### src/hw/dac_serial_pkg.sv
/*
 Package for the serial write port of an eight-channel voltage DAC:
 frame sizes, command word layout, sampler and channel structs.
 Assumes nothing of its surroundings.
*/
package dac_serial_pkg;
   localparam int WORD_BITS = 16;
   localparam int ABORT_EDGE = 15;
   localparam int CHAN_COUNT = 8;
   localparam int CODE_BITS = 12;
   localparam int FIFO_DEPTH = 32;
   // command word layout
   localparam int CMD_MSB = 15;
   localparam int CMD_LSB = 12;
   localparam int CODE_MSB = 11;
   localparam int CODE_LSB = 0;
   localparam int CHAN_MSB = 14;
   localparam int CHAN_LSB = 12;
   localparam logic CMD_IS_CTRL = 1'h1;
   localparam logic [2:0] CTRL_POWER_DOWN = 3'h7;
   localparam logic [2:0] CTRL_MODE = 3'h0;
   localparam logic [CODE_BITS-1:0] CODE_RESET = 12'h000;
   localparam logic [4:0] EDGE_CNT_RESET = 5'h00;

   typedef struct packed {
      logic clk;
      logic sel_n;
      logic din;
   } serial_pins_t;

   typedef struct packed {
      logic [WORD_BITS-1:0] word;
   } cmd_word_t;

   typedef struct packed {
      logic [CHAN_COUNT-1:0][CODE_BITS-1:0] code;
      logic [CHAN_COUNT-1:0] powered_down;
      logic auto_update;
   } chan_state_t;
endpackage

### src/hw/word_fifo.sv
/*
 Synchronous FIFO with parameter width and depth, valid/ready on both sides.
 Assumes one clock and a synchronous active-high reset.
*/
`timescale 1ns/1ps
module word_fifo #(
   parameter int WIDTH = 16,
   parameter int DEPTH = 32
) (
   input wire logic mclk_i,
   input wire logic rst_i,
   input wire logic [WIDTH-1:0] in_data_i,
   input wire logic in_valid_i,
   output logic in_ready_o,
   output logic [WIDTH-1:0] out_data_o,
   output logic out_valid_o,
   input wire logic out_ready_i
);
   localparam int AW = $clog2(DEPTH);
   typedef struct packed {
      logic [AW-1:0] wr;
      logic [AW-1:0] rd;
      logic [AW:0] count;
   } fifo_state_t;
   fifo_state_t s, next_s;
   logic [WIDTH-1:0] mem [DEPTH];
   logic push, pop;

   // full only when count reaches depth; an empty FIFO must take words
   assign in_ready_o = (s.count < (AW+1)'(DEPTH));
   assign out_valid_o = (s.count != '0);
   assign out_data_o = mem[s.rd];
   assign push = in_valid_i && in_ready_o;
   assign pop = out_valid_o && out_ready_i;

   always_comb begin
      next_s = s;
      if (push) next_s.wr = (s.wr == AW'(DEPTH - 1)) ? '0 : s.wr + 1'b1;
      if (pop) next_s.rd = (s.rd == AW'(DEPTH - 1)) ? '0 : s.rd + 1'b1;
      next_s.count = s.count + (AW+1)'(push) - (AW+1)'(pop);
   end

   always_ff @(posedge mclk_i) begin
      if (rst_i) s <= '0;
      else s <= next_s;
      if (push) mem[s.wr] <= in_data_i;
   end
endmodule // word_fifo

### src/hw/dac_serial_input_port.sv
/*
 Serial write port of an eight-channel DAC: samples the host's serial
 clock, frame select and data with mclk_i, shifts 16-bit words, commits
 whole frames through a word FIFO into the channel state, and drives the
 daisy-chain output. Assumes the serial clock is far slower than mclk_i
 (at least four mclk_i periods per half period).
*/
// Operation
// - shift data on falling clock while selected
// - commit word on select rise after sixteen
// - early select rise discards the partial word
// - chain output valid only after sixteen clocks
// - committed word decoded as control (power-down, mode or load all) or channel
// - channel code and power-down outputs held zero until first valid write
`timescale 1ns/1ps
module dac_serial_input_port
   import dac_serial_pkg::*;
#(
   parameter int WORD_LEN = WORD_BITS,
   parameter int DEPTH = FIFO_DEPTH
) (
   input wire logic mclk_i,
   input wire logic rst_i,
   input wire logic sclk_i,
   input wire logic sync_n_i,
   input wire logic din_i,
   output logic dout_o,
   output logic [CHAN_COUNT*CODE_BITS-1:0] chan_code_o,
   output logic [CHAN_COUNT-1:0] chan_power_down_o,
   output logic word_commit_o,
   output logic frame_abort_o,
   output logic fifo_stall_o
);
   import dac_serial_pkg::*;

   typedef struct packed {
      serial_pins_t meta;
      serial_pins_t sync;
      serial_pins_t last;
      logic [WORD_BITS-1:0] shift;
      logic [4:0] edges;
      logic in_frame;
      logic dout;
      logic commit;
      logic abort;
      logic stall;
      chan_state_t chan;
      logic [CHAN_COUNT-1:0][CODE_BITS-1:0] pending;
   } port_state_t;

   port_state_t s, next_s;
   logic [WORD_BITS-1:0] push_word;
   logic push_valid, push_ready;
   logic [WORD_BITS-1:0] pop_word;
   logic pop_valid;
   logic fall_edge, sel_fall, sel_rise;
   serial_pins_t pins_now;

   assign pins_now = '{clk: sclk_i, sel_n: sync_n_i, din: din_i};
   assign fall_edge = s.last.clk && !s.sync.clk;
   assign sel_fall = s.last.sel_n && !s.sync.sel_n;
   assign sel_rise = !s.last.sel_n && s.sync.sel_n;

   word_fifo #(
      .WIDTH(WORD_BITS),
      .DEPTH(DEPTH)
   ) u_fifo (
      .mclk_i(mclk_i),
      .rst_i(rst_i),
      .in_data_i(push_word),
      .in_valid_i(push_valid),
      .in_ready_o(push_ready),
      .out_data_o(pop_word),
      .out_valid_o(pop_valid),
      .out_ready_i(1'b1)
   );

   always_comb begin
      next_s = s;
      push_word = s.shift;
      push_valid = 1'b0;
      next_s.meta = pins_now;
      next_s.sync = s.meta;
      next_s.last = s.sync;
      next_s.commit = 1'b0;
      next_s.abort = 1'b0;
      next_s.stall = !push_ready;
      if (sel_fall) begin
         next_s.in_frame = 1'b1;
         next_s.edges = EDGE_CNT_RESET;
      end
      if (s.in_frame && !s.sync.sel_n && fall_edge) begin
         next_s.shift = {s.shift[WORD_BITS-2:0], s.sync.din};
         next_s.dout = (s.edges >= 5'(WORD_LEN)) ? s.shift[WORD_BITS-1] : 1'b0;
         if (s.edges != 5'h1F) next_s.edges = s.edges + 5'h01;
      end
      // chain quiet until past sixteen
      // idle between frames too, so no stale bit reaches the next device
      if (!s.in_frame || s.edges < 5'(WORD_LEN)) next_s.dout = 1'b0;
      if (s.in_frame && sel_rise) begin
         next_s.in_frame = 1'b0;
         if (s.edges >= 5'(WORD_LEN)) begin
            push_valid = 1'b1;
            next_s.commit = push_ready;
         end else if (s.edges < 5'(ABORT_EDGE)) begin
            next_s.abort = 1'b1;
         end else begin
            // fifteen edges: undefined, dropped as abort too
            next_s.abort = 1'b1;
         end
      end
      if (pop_valid) begin
         if (pop_word[CMD_MSB] == CMD_IS_CTRL) begin
            if (pop_word[CHAN_MSB:CHAN_LSB] == CTRL_POWER_DOWN)
               next_s.chan.powered_down = pop_word[CHAN_COUNT-1:0];
            else if (pop_word[CHAN_MSB:CHAN_LSB] == CTRL_MODE)
               next_s.chan.auto_update = pop_word[0];
            else begin
               // load all channels from pending, one shot update
               next_s.chan.code = s.pending;
            end
         end else begin
            next_s.pending[pop_word[CHAN_MSB:CHAN_LSB]] = pop_word[CODE_MSB:CODE_LSB];
            if (s.chan.auto_update)
               next_s.chan.code[pop_word[CHAN_MSB:CHAN_LSB]] = pop_word[CODE_MSB:CODE_LSB];
            next_s.chan.powered_down[pop_word[CHAN_MSB:CHAN_LSB]] = 1'b0;
         end
      end
   end

   always_ff @(posedge mclk_i) begin
      if (rst_i) begin
         s <= '0;
         s.chan.auto_update <= 1'b1;
         s.meta <= '{clk: 1'b0, sel_n: 1'b1, din: 1'b0};
         s.sync <= '{clk: 1'b0, sel_n: 1'b1, din: 1'b0};
         s.last <= '{clk: 1'b0, sel_n: 1'b1, din: 1'b0};
      end else begin
         s <= next_s;
      end
   end

   assign dout_o = s.dout;
   assign chan_code_o = s.chan.code;
   assign chan_power_down_o = s.chan.powered_down;
   assign word_commit_o = s.commit;
   assign frame_abort_o = s.abort;
   assign fifo_stall_o = s.stall;
endmodule // dac_serial_input_port

### config.mk
export PLATFORM = sky130hd
export DESIGN_NAME = dac_serial_input_port
export DESIGN_NICKNAME = d
export VERILOG_FILES = /design/src/hw/dac_serial_pkg.sv /design/src/hw/word_fifo.sv /design/src/hw/dac_serial_input_port.sv
export SDC_FILE = /design/constraint.sdc
export NUM_CORES = 1
export LEC_CHECK = 0
export ABC_AREA = 1
export BUFFER_PORTS_ARGS = -buffer_cell sky130_fd_sc_hd__buf_2
export CAP_MARGIN = 20
export CORE_MARGIN = 2
export CORE_UTILIZATION = 40
export DETAILED_ROUTE_END_ITERATION = 8
export GPL_TIMING_DRIVEN = 0
export PLACE_DENSITY_LB_ADDON = 0.1
export SLEW_MARGIN = 10
export SYNTH_ARGS = -nofsm -noshare
export SYNTH_HDL_FRONTEND = slang
export SYNTH_SLANG_ARGS = --single-unit
### constraint.sdc
create_clock -name mclk_i -period 5.4 [get_ports mclk_i]
set_input_delay 0.54 -clock mclk_i [delete_from_list [all_inputs] [get_ports mclk_i]]
set_output_delay 0.54 -clock mclk_i [all_outputs]
set_load 0.01 [all_outputs]
==> impl_metrics.env, run 1 <==
export IMPL_p_leak_nw=14.9
export IMPL_cp_required_ns=5.92
export IMPL_rsz0062_at_grt="false"
export IMPL_ys_flop_type="edfxtp_1"
export IMPL_netlist_area_um2=32400
export IMPL_port_buffer_count=111
export IMPL_syn_instance_count=3363
export IMPL_yosys_area_share_xor_xnor_pct=0.0270
export IMPL_avgViaCountPerCell=5.16
export IMPL_pre_cts_slack_ns=0.869
export IMPL_ctsHtreeMaxLevel=3
export IMPL_antenna_found_initial=0
export IMPL_cts_hold_buffers=0
export IMPL_first_pass_iters=6
export IMPL_core_um2=80400
export IMPL_grt_pass1_vias=22700
export IMPL_grt_use_total_pct=25.1
export IMPL_synth_fp_nets=3387
export IMPL_synthSimpleGateAreaFrac_pct=20.4
export IMPL_worst_pin_slew_ns=1.13
export IMPL_outcome="complete, no violations"
export IMPL_cts_resized=0
export IMPL_start_kind="flop"
export IMPL_ys_seq_area_share_pct=63.2
export IMPL_synth_common_cells="996 x nand2_1, 512 x edfxtp_1, 393 x nor2_1"
export IMPL_drive_gt1_share_pct=14.5
export IMPL_async_flop_share_pct=0
export IMPL_cp_end_kind="flop"
export IMPL_drv_cap=0
export IMPL_start_util_pct=40.3
export IMPL_routed_wl_mm=106
export IMPL_finalMaxSlewViolations=0
export IMPL_synth_most_common_cell="nand2_1"
export IMPL_placed_cell_area_um2=34900
export IMPL_finalSetupTns_ns=0
export IMPL_layout_area_seq_um2=20500
export IMPL_post_route_period_util_pct=86.1
export IMPL_multi_input_area_um2=9810
export IMPL_ys_seq_elements=768
export IMPL_synth_cell_type_count=38
export IMPL_min_path_type="primary input to flop"
export IMPL_synth_edff_count=512
export IMPL_std_cell_rows=104
export IMPL_grt_pass1_wl_mm=153
export IMPL_setup_viol=0
export IMPL_vias=24300
export IMPL_tritoncts="built"
export IMPL_fin_area_um2=37600
export IMPL_slew_headroom_pct=24.5
export IMPL_postRouteAntennaNets=0
export IMPL_cts_made_buffers=84
export IMPL_muxShareOfSynthArea_pct=0
export IMPL_cp_max_fo=11
export IMPL_synth_compound_area_share_pct=8.32
export IMPL_grt_overflow=0
export IMPL_die_area_um2=83300
export IMPL_avgSynthCellArea_um2=9.64
export IMPL_total_power_mw=21.9
export IMPL_io_pins=113
export IMPL_setup_ws_ns=0.751
export IMPL_clock_sink_count=768
export IMPL_yosys_area_share_adder_pct=0.756
export IMPL_crit_type="flop to flop"
export IMPL_hpwl_mm=68.5
export IMPL_root_buffer="clkbuf_16"
export IMPL_grt_max_degree=35
export IMPL_ys_warn_count=0
export IMPL_drc=0
export IMPL_fillerInstances=7766
export IMPL_wl_per_cell_um=22.5
export IMPL_drt_initial_drc_count=2326
export IMPL_nets=3605
export IMPL_yosys_area_top_type="edfxtp_1"
export IMPL_clk_latency_ns=0.66
export IMPL_skew_ns=0.0348
export IMPL_max_freq_mhz=215
export IMPL_hold_viol=0
export IMPL_clk_path_buf_depth=3
export IMPL_layout_min_cycle_time_ns=4.65
export IMPL_synth_top_area_share_pct=47.4
export IMPL_dieHeight_um=289
export IMPL_cp_arrival_ns=5.17
export IMPL_post_cts_buffers=0
export IMPL_globalplace_congestion=0.844
export IMPL_peakVddDrop_mv=0.330
export IMPL_r2r_slack_ns=0.75
export IMPL_synthToLayoutAreaGrowth_pct=16.1
export IMPL_p_per_area_nw_per_um2=582
export IMPL_synth_top_family_by_area="simple AND/OR/NAND/NOR gates"
export IMPL_synth_area_leaders="edfxtp_1 47%, dfxtp_1 16%, nand2_1 12%"
export IMPL_cts_clk_slew_worst_paths_ns=0.06
export IMPL_die_w_um=289
-- registers in the layout, summed over array words and instances (netlist names), named ones only --
signal / count
u_fifo.mem: 512
s: 105
chan_code_o: 96
push_word: 16
u_fifo.s: 16
chan_power_down_o: 8
next_s: 6
dout_o: 1
fifo_stall_o: 1
frame_abort_o: 1
word_commit_o: 1
-- worst max-delay path, stage by stage (launching register included) --
cell and delay, ns:
dfxtp_1 0.29, buf_2 0.21, inv_2 0.20, buf_2 0.31, buf_2 0.46, clkbuf_1 0.82
a21oi_1 0.08, o31ai_1 0.46, nand2_1 0.16, nand2_1 0.11, nand2_2 0.30, nand2_1 0.62
o21ai_0 0.23, nor2_1 0.19, nor2_1 0.06
-- per-layer routing --
layer / up-vias / global-route usage (%) / wire length [um]
met5: - / 0 / 0
met3: 169 / 3.14 / 6360
met2: 831 / 41.2 / 49700
met1: 11700 / 35.0 / 46700
li1: 11600 / - / -
met4: 0 / 7.33 / 2800
-- where the power goes --
group	switching [mW]	leakage, nW	internal (mW)	total, mW
logic	6.55	6.14	2.79	9.34
clock network	2.40	1.29	3.18	5.59
registers	0.251	7.43	6.73	6.98
-- final cells by class --
type,instances,area share (%)
sequential,768,54.5
clock buffer,122,6.37
buffer,291,4.66
multi-input combinational,2146,26.1
timing repair buffer,132,2.66
antenna,1,0.00665
tap,1060,3.52
inverter,158,1.58
clock inverter,25,0.648
-- cells by family after synthesis --
group,Yosys count
AO/OA/AOI/OAI,496
XOR/XNOR,1
adder cells (fa/ha/maj),19
buffers and inverters,449
flip-flops,768
AND/OR/NAND/NOR,1630
-- per-stage QoR --
stage / util [%] / hold slack, ns / instances
finish: 46.8 / 0.0957 / 4703
global route: 46.8 / 0.0847 / 4702
CTS: 46.7 / 0.0720 / 4695
detailed placement: 43.4 / 0.394 / 4548
global placement: 42.7 / 0.396 / 4534
floorplan: - / 0.388 / 3363
-- path summary, 6_finish.rpt --
path                                              from                           end  depth (start not counted)
worst max-delay path                              flop  chan_code_o[55]$_SDFFE_PP0P_                         14
worst min-delay path                            sclk_i        next_s[232]$_SDFF_PP0_                          3
worst max register to register                    flop  chan_code_o[55]$_SDFFE_PP0P_                         14
worst min register to register  next_s[232]$_SDFF_PP0_        next_s[229]$_SDFF_PP0_                          2
-- cells in the final DEF (no fill, tap or decap), types with 15 or more instances in the layout --
cell	instances
edfxtp_1	512
nor2_4	40
nand2_1	996
o31ai_1	33
buf_6	15
inv_1	147
nand3_1	193
dfxtp_1	250
clkinv_1	16
o21ai_0	210
clkbuf_16	86
buf_4	125
nor2_1	361
o211ai_1	20
buf_2	175
ha_1	18
a21oi_1	203
clkbuf_1	98
Note: power is estimated with default switching activity, not from simulation.
==> run 2, diff against run 1 <==
PLACE_DENSITY = 0.67   (was default)
PLACE_DENSITY_LB_ADDON = default   (was 0.1)
==> run 2 against run 1 <==
Worst hold slack improved by 0.11 ns. Sequential cell count is the same. Clock-buffer cell count fell by 18. Maximum frequency grew 3.5%. Critical path type unchanged.
==> impl_metrics.env, run 2 (synthesis results as in run 1) <==
export IMPL_io_pins=113
export IMPL_slowest_stage="nand2_1"
export IMPL_r2r_cells=16
export IMPL_clock_sink_count=768
export IMPL_post_route_period_util_pct=83.2
export IMPL_cp_common_cell="nand2_1"
export IMPL_layout_common_cells="996 x nand2_1, 512 x edfxtp_1, 361 x nor2_1"
export IMPL_drive_gt1_share_pct=14.9
export IMPL_rsz0062_at_grt="false"
export IMPL_clk_latency_ns=0.66
export IMPL_core_um2=80400
export IMPL_cp_arrival_ns=5.00
export IMPL_cts_clk_slew_worst_paths_ns=0.06
export IMPL_largest_reg_flops=512
export IMPL_critPathMaxStageDelay_ns=0.75
export IMPL_tritoncts="built"
export IMPL_dp_cells=4563
export IMPL_cts_hold_buffers=0
export IMPL_start_kind="flop"
export IMPL_die_w_um=289
export IMPL_hold_depth=2
export IMPL_avgViaCountPerCell=5.34
export IMPL_postRouteAntennaNets=0
export IMPL_finalMaxSlewViolations=0
export IMPL_globalplace_congestion=0.891
export IMPL_p_leak_nw=15.0
export IMPL_finalSetupTns_ns=0
export IMPL_antenna_found_initial=4
export IMPL_drc=0
export IMPL_stdcell_count=4715
export IMPL_crit_type="flop to flop"
export IMPL_pre_cts_slack_ns=1.11
export IMPL_p_per_area_nw_per_um2=578
export IMPL_peakVddDrop_mv=0.325
export IMPL_grt_use_total_pct=23.1
export IMPL_routed_wl_mm=98.4
export IMPL_crit_chain="buf_2 -> inv_2 -> buf_2 -> buf_2 -> buf_1 -> nand3_1 -> nand2_1 -> a21oi_1 -> o31ai_1 -> nand2_1 -> nand2_1 -> nand2_2 -> nand2_1 -> o21ai_0 -> nor2_1 -> nor2_1"
export IMPL_top_register="u_fifo.mem"
export IMPL_cp_required_ns=5.90
export IMPL_total_power_mw=21.9
export IMPL_min_path_type="primary input to flop"
export IMPL_drt_initial_drc_count=3109
export IMPL_ctsHtreeMaxLevel=3
export IMPL_slew_headroom_pct=22.1
export IMPL_port_buffer_count=111
export IMPL_layout_min_cycle_time_ns=4.49
export IMPL_root_buffer="clkbuf_16"
export IMPL_die_area_um2=83300
export IMPL_drv_cap=0
export IMPL_synthToLayoutAreaGrowth_pct=16.7
export IMPL_start_util_pct=40.3
export IMPL_grt_pass1_vias=23500
export IMPL_first_pass_iters=5
export IMPL_worst_pin_slew_ns=1.17
export IMPL_std_cell_rows=104
export IMPL_setup_ws_ns=0.907
export IMPL_vias=25200
export IMPL_skew_ns=0.0487
export IMPL_multi_input_area_um2=9740
export IMPL_cts_resized=0
export IMPL_final_util_pct=47.1
export IMPL_hp_start="sync_n_i"
export IMPL_outcome="complete, no violations"
export IMPL_cp_end_kind="flop"
export IMPL_grt_overflow=0
export IMPL_final_common_cell="nand2_1"
export IMPL_fillerInstances=7369
export IMPL_antenna_cells=0
export IMPL_layout_area_seq_um2=20500
export IMPL_post_cts_buffers=0
export IMPL_dieHeight_um=289
export IMPL_hold_viol=0
export IMPL_setup_viol=0
export IMPL_cts_made_buffers=81
export IMPL_grt_pass1_wl_mm=143
export IMPL_clk_path_buf_depth=3
export IMPL_wl_per_cell_um=20.9
export IMPL_nets=3613
export IMPL_hpwl_mm=64.1
export IMPL_grt_max_degree=35
export IMPL_cp_max_fo=10
export IMPL_max_freq_mhz=223
==> run 2: cell count changes in the layout (fill, tap and decap cells not counted), sizes merged <==
cell,delta
clkbuf,-17
buf,+10
clkinv,+8
inv,+5
bufinv,+4
clkinvlp,+3
diode,-1
==> run 2: final cells by class <==
type	count	share of cell area, %
timing repair buffer	143	3.25
multi-input combinational	2146	25.7
inverter	158	1.57
tap	1060	3.51
clock inverter	45	1.27
clock buffer	104	5.83
sequential	768	54.2
buffer	291	4.64
==> run 2: through the flow <==
stage	cell area, um2	hold slack (ns)
global route	37800	0.192
finish	37800	0.202
floorplan	32400	0.388
global placement	34300	0.397
detailed placement	35100	0.396
CTS	37800	0.175
==> run 2: critical path: cells and delay by family, from the launching register on <==
| family | cells | cell delay [ns] |
|---|---|---|
| AOI/OAI and AO/OA | 3 | 0.39 |
| buffers and inverters | 5 | 1.70 |
| DFF | 1 | 0.29 |
| and+or+nand+nor | 8 | 1.94 |
==> run 2: report_power, final <==
group          switching, mW  internal (mW)
Combinational           6.45           2.79
Sequential             0.268           6.73
Clock                   2.42           3.23
==> run 2: final timing paths <==
| check | endpoint | slack [ns] |
|---|---|---|
| worst min-delay path | next_s[231]$_SDFF_PP1_ | 0.20 |
| worst min register to register | next_s[229]$_SDFF_PP0_ | 0.40 |
| worst max register to register | chan_code_o[3]$_SDFFE_PP0P_ | 0.91 |
| worst max-delay path | chan_code_o[3]$_SDFFE_PP0P_ | 0.91 |
==> run 2: metal layers <==
metal	up-vias	share of wire, %	GRT usage, %
met5	-	0.010	0
met4	2	4.5	10.2
met3	259	11	5.06
met2	1450	46	36.8
met1	11900	39	30.5
li1	11600	-	-
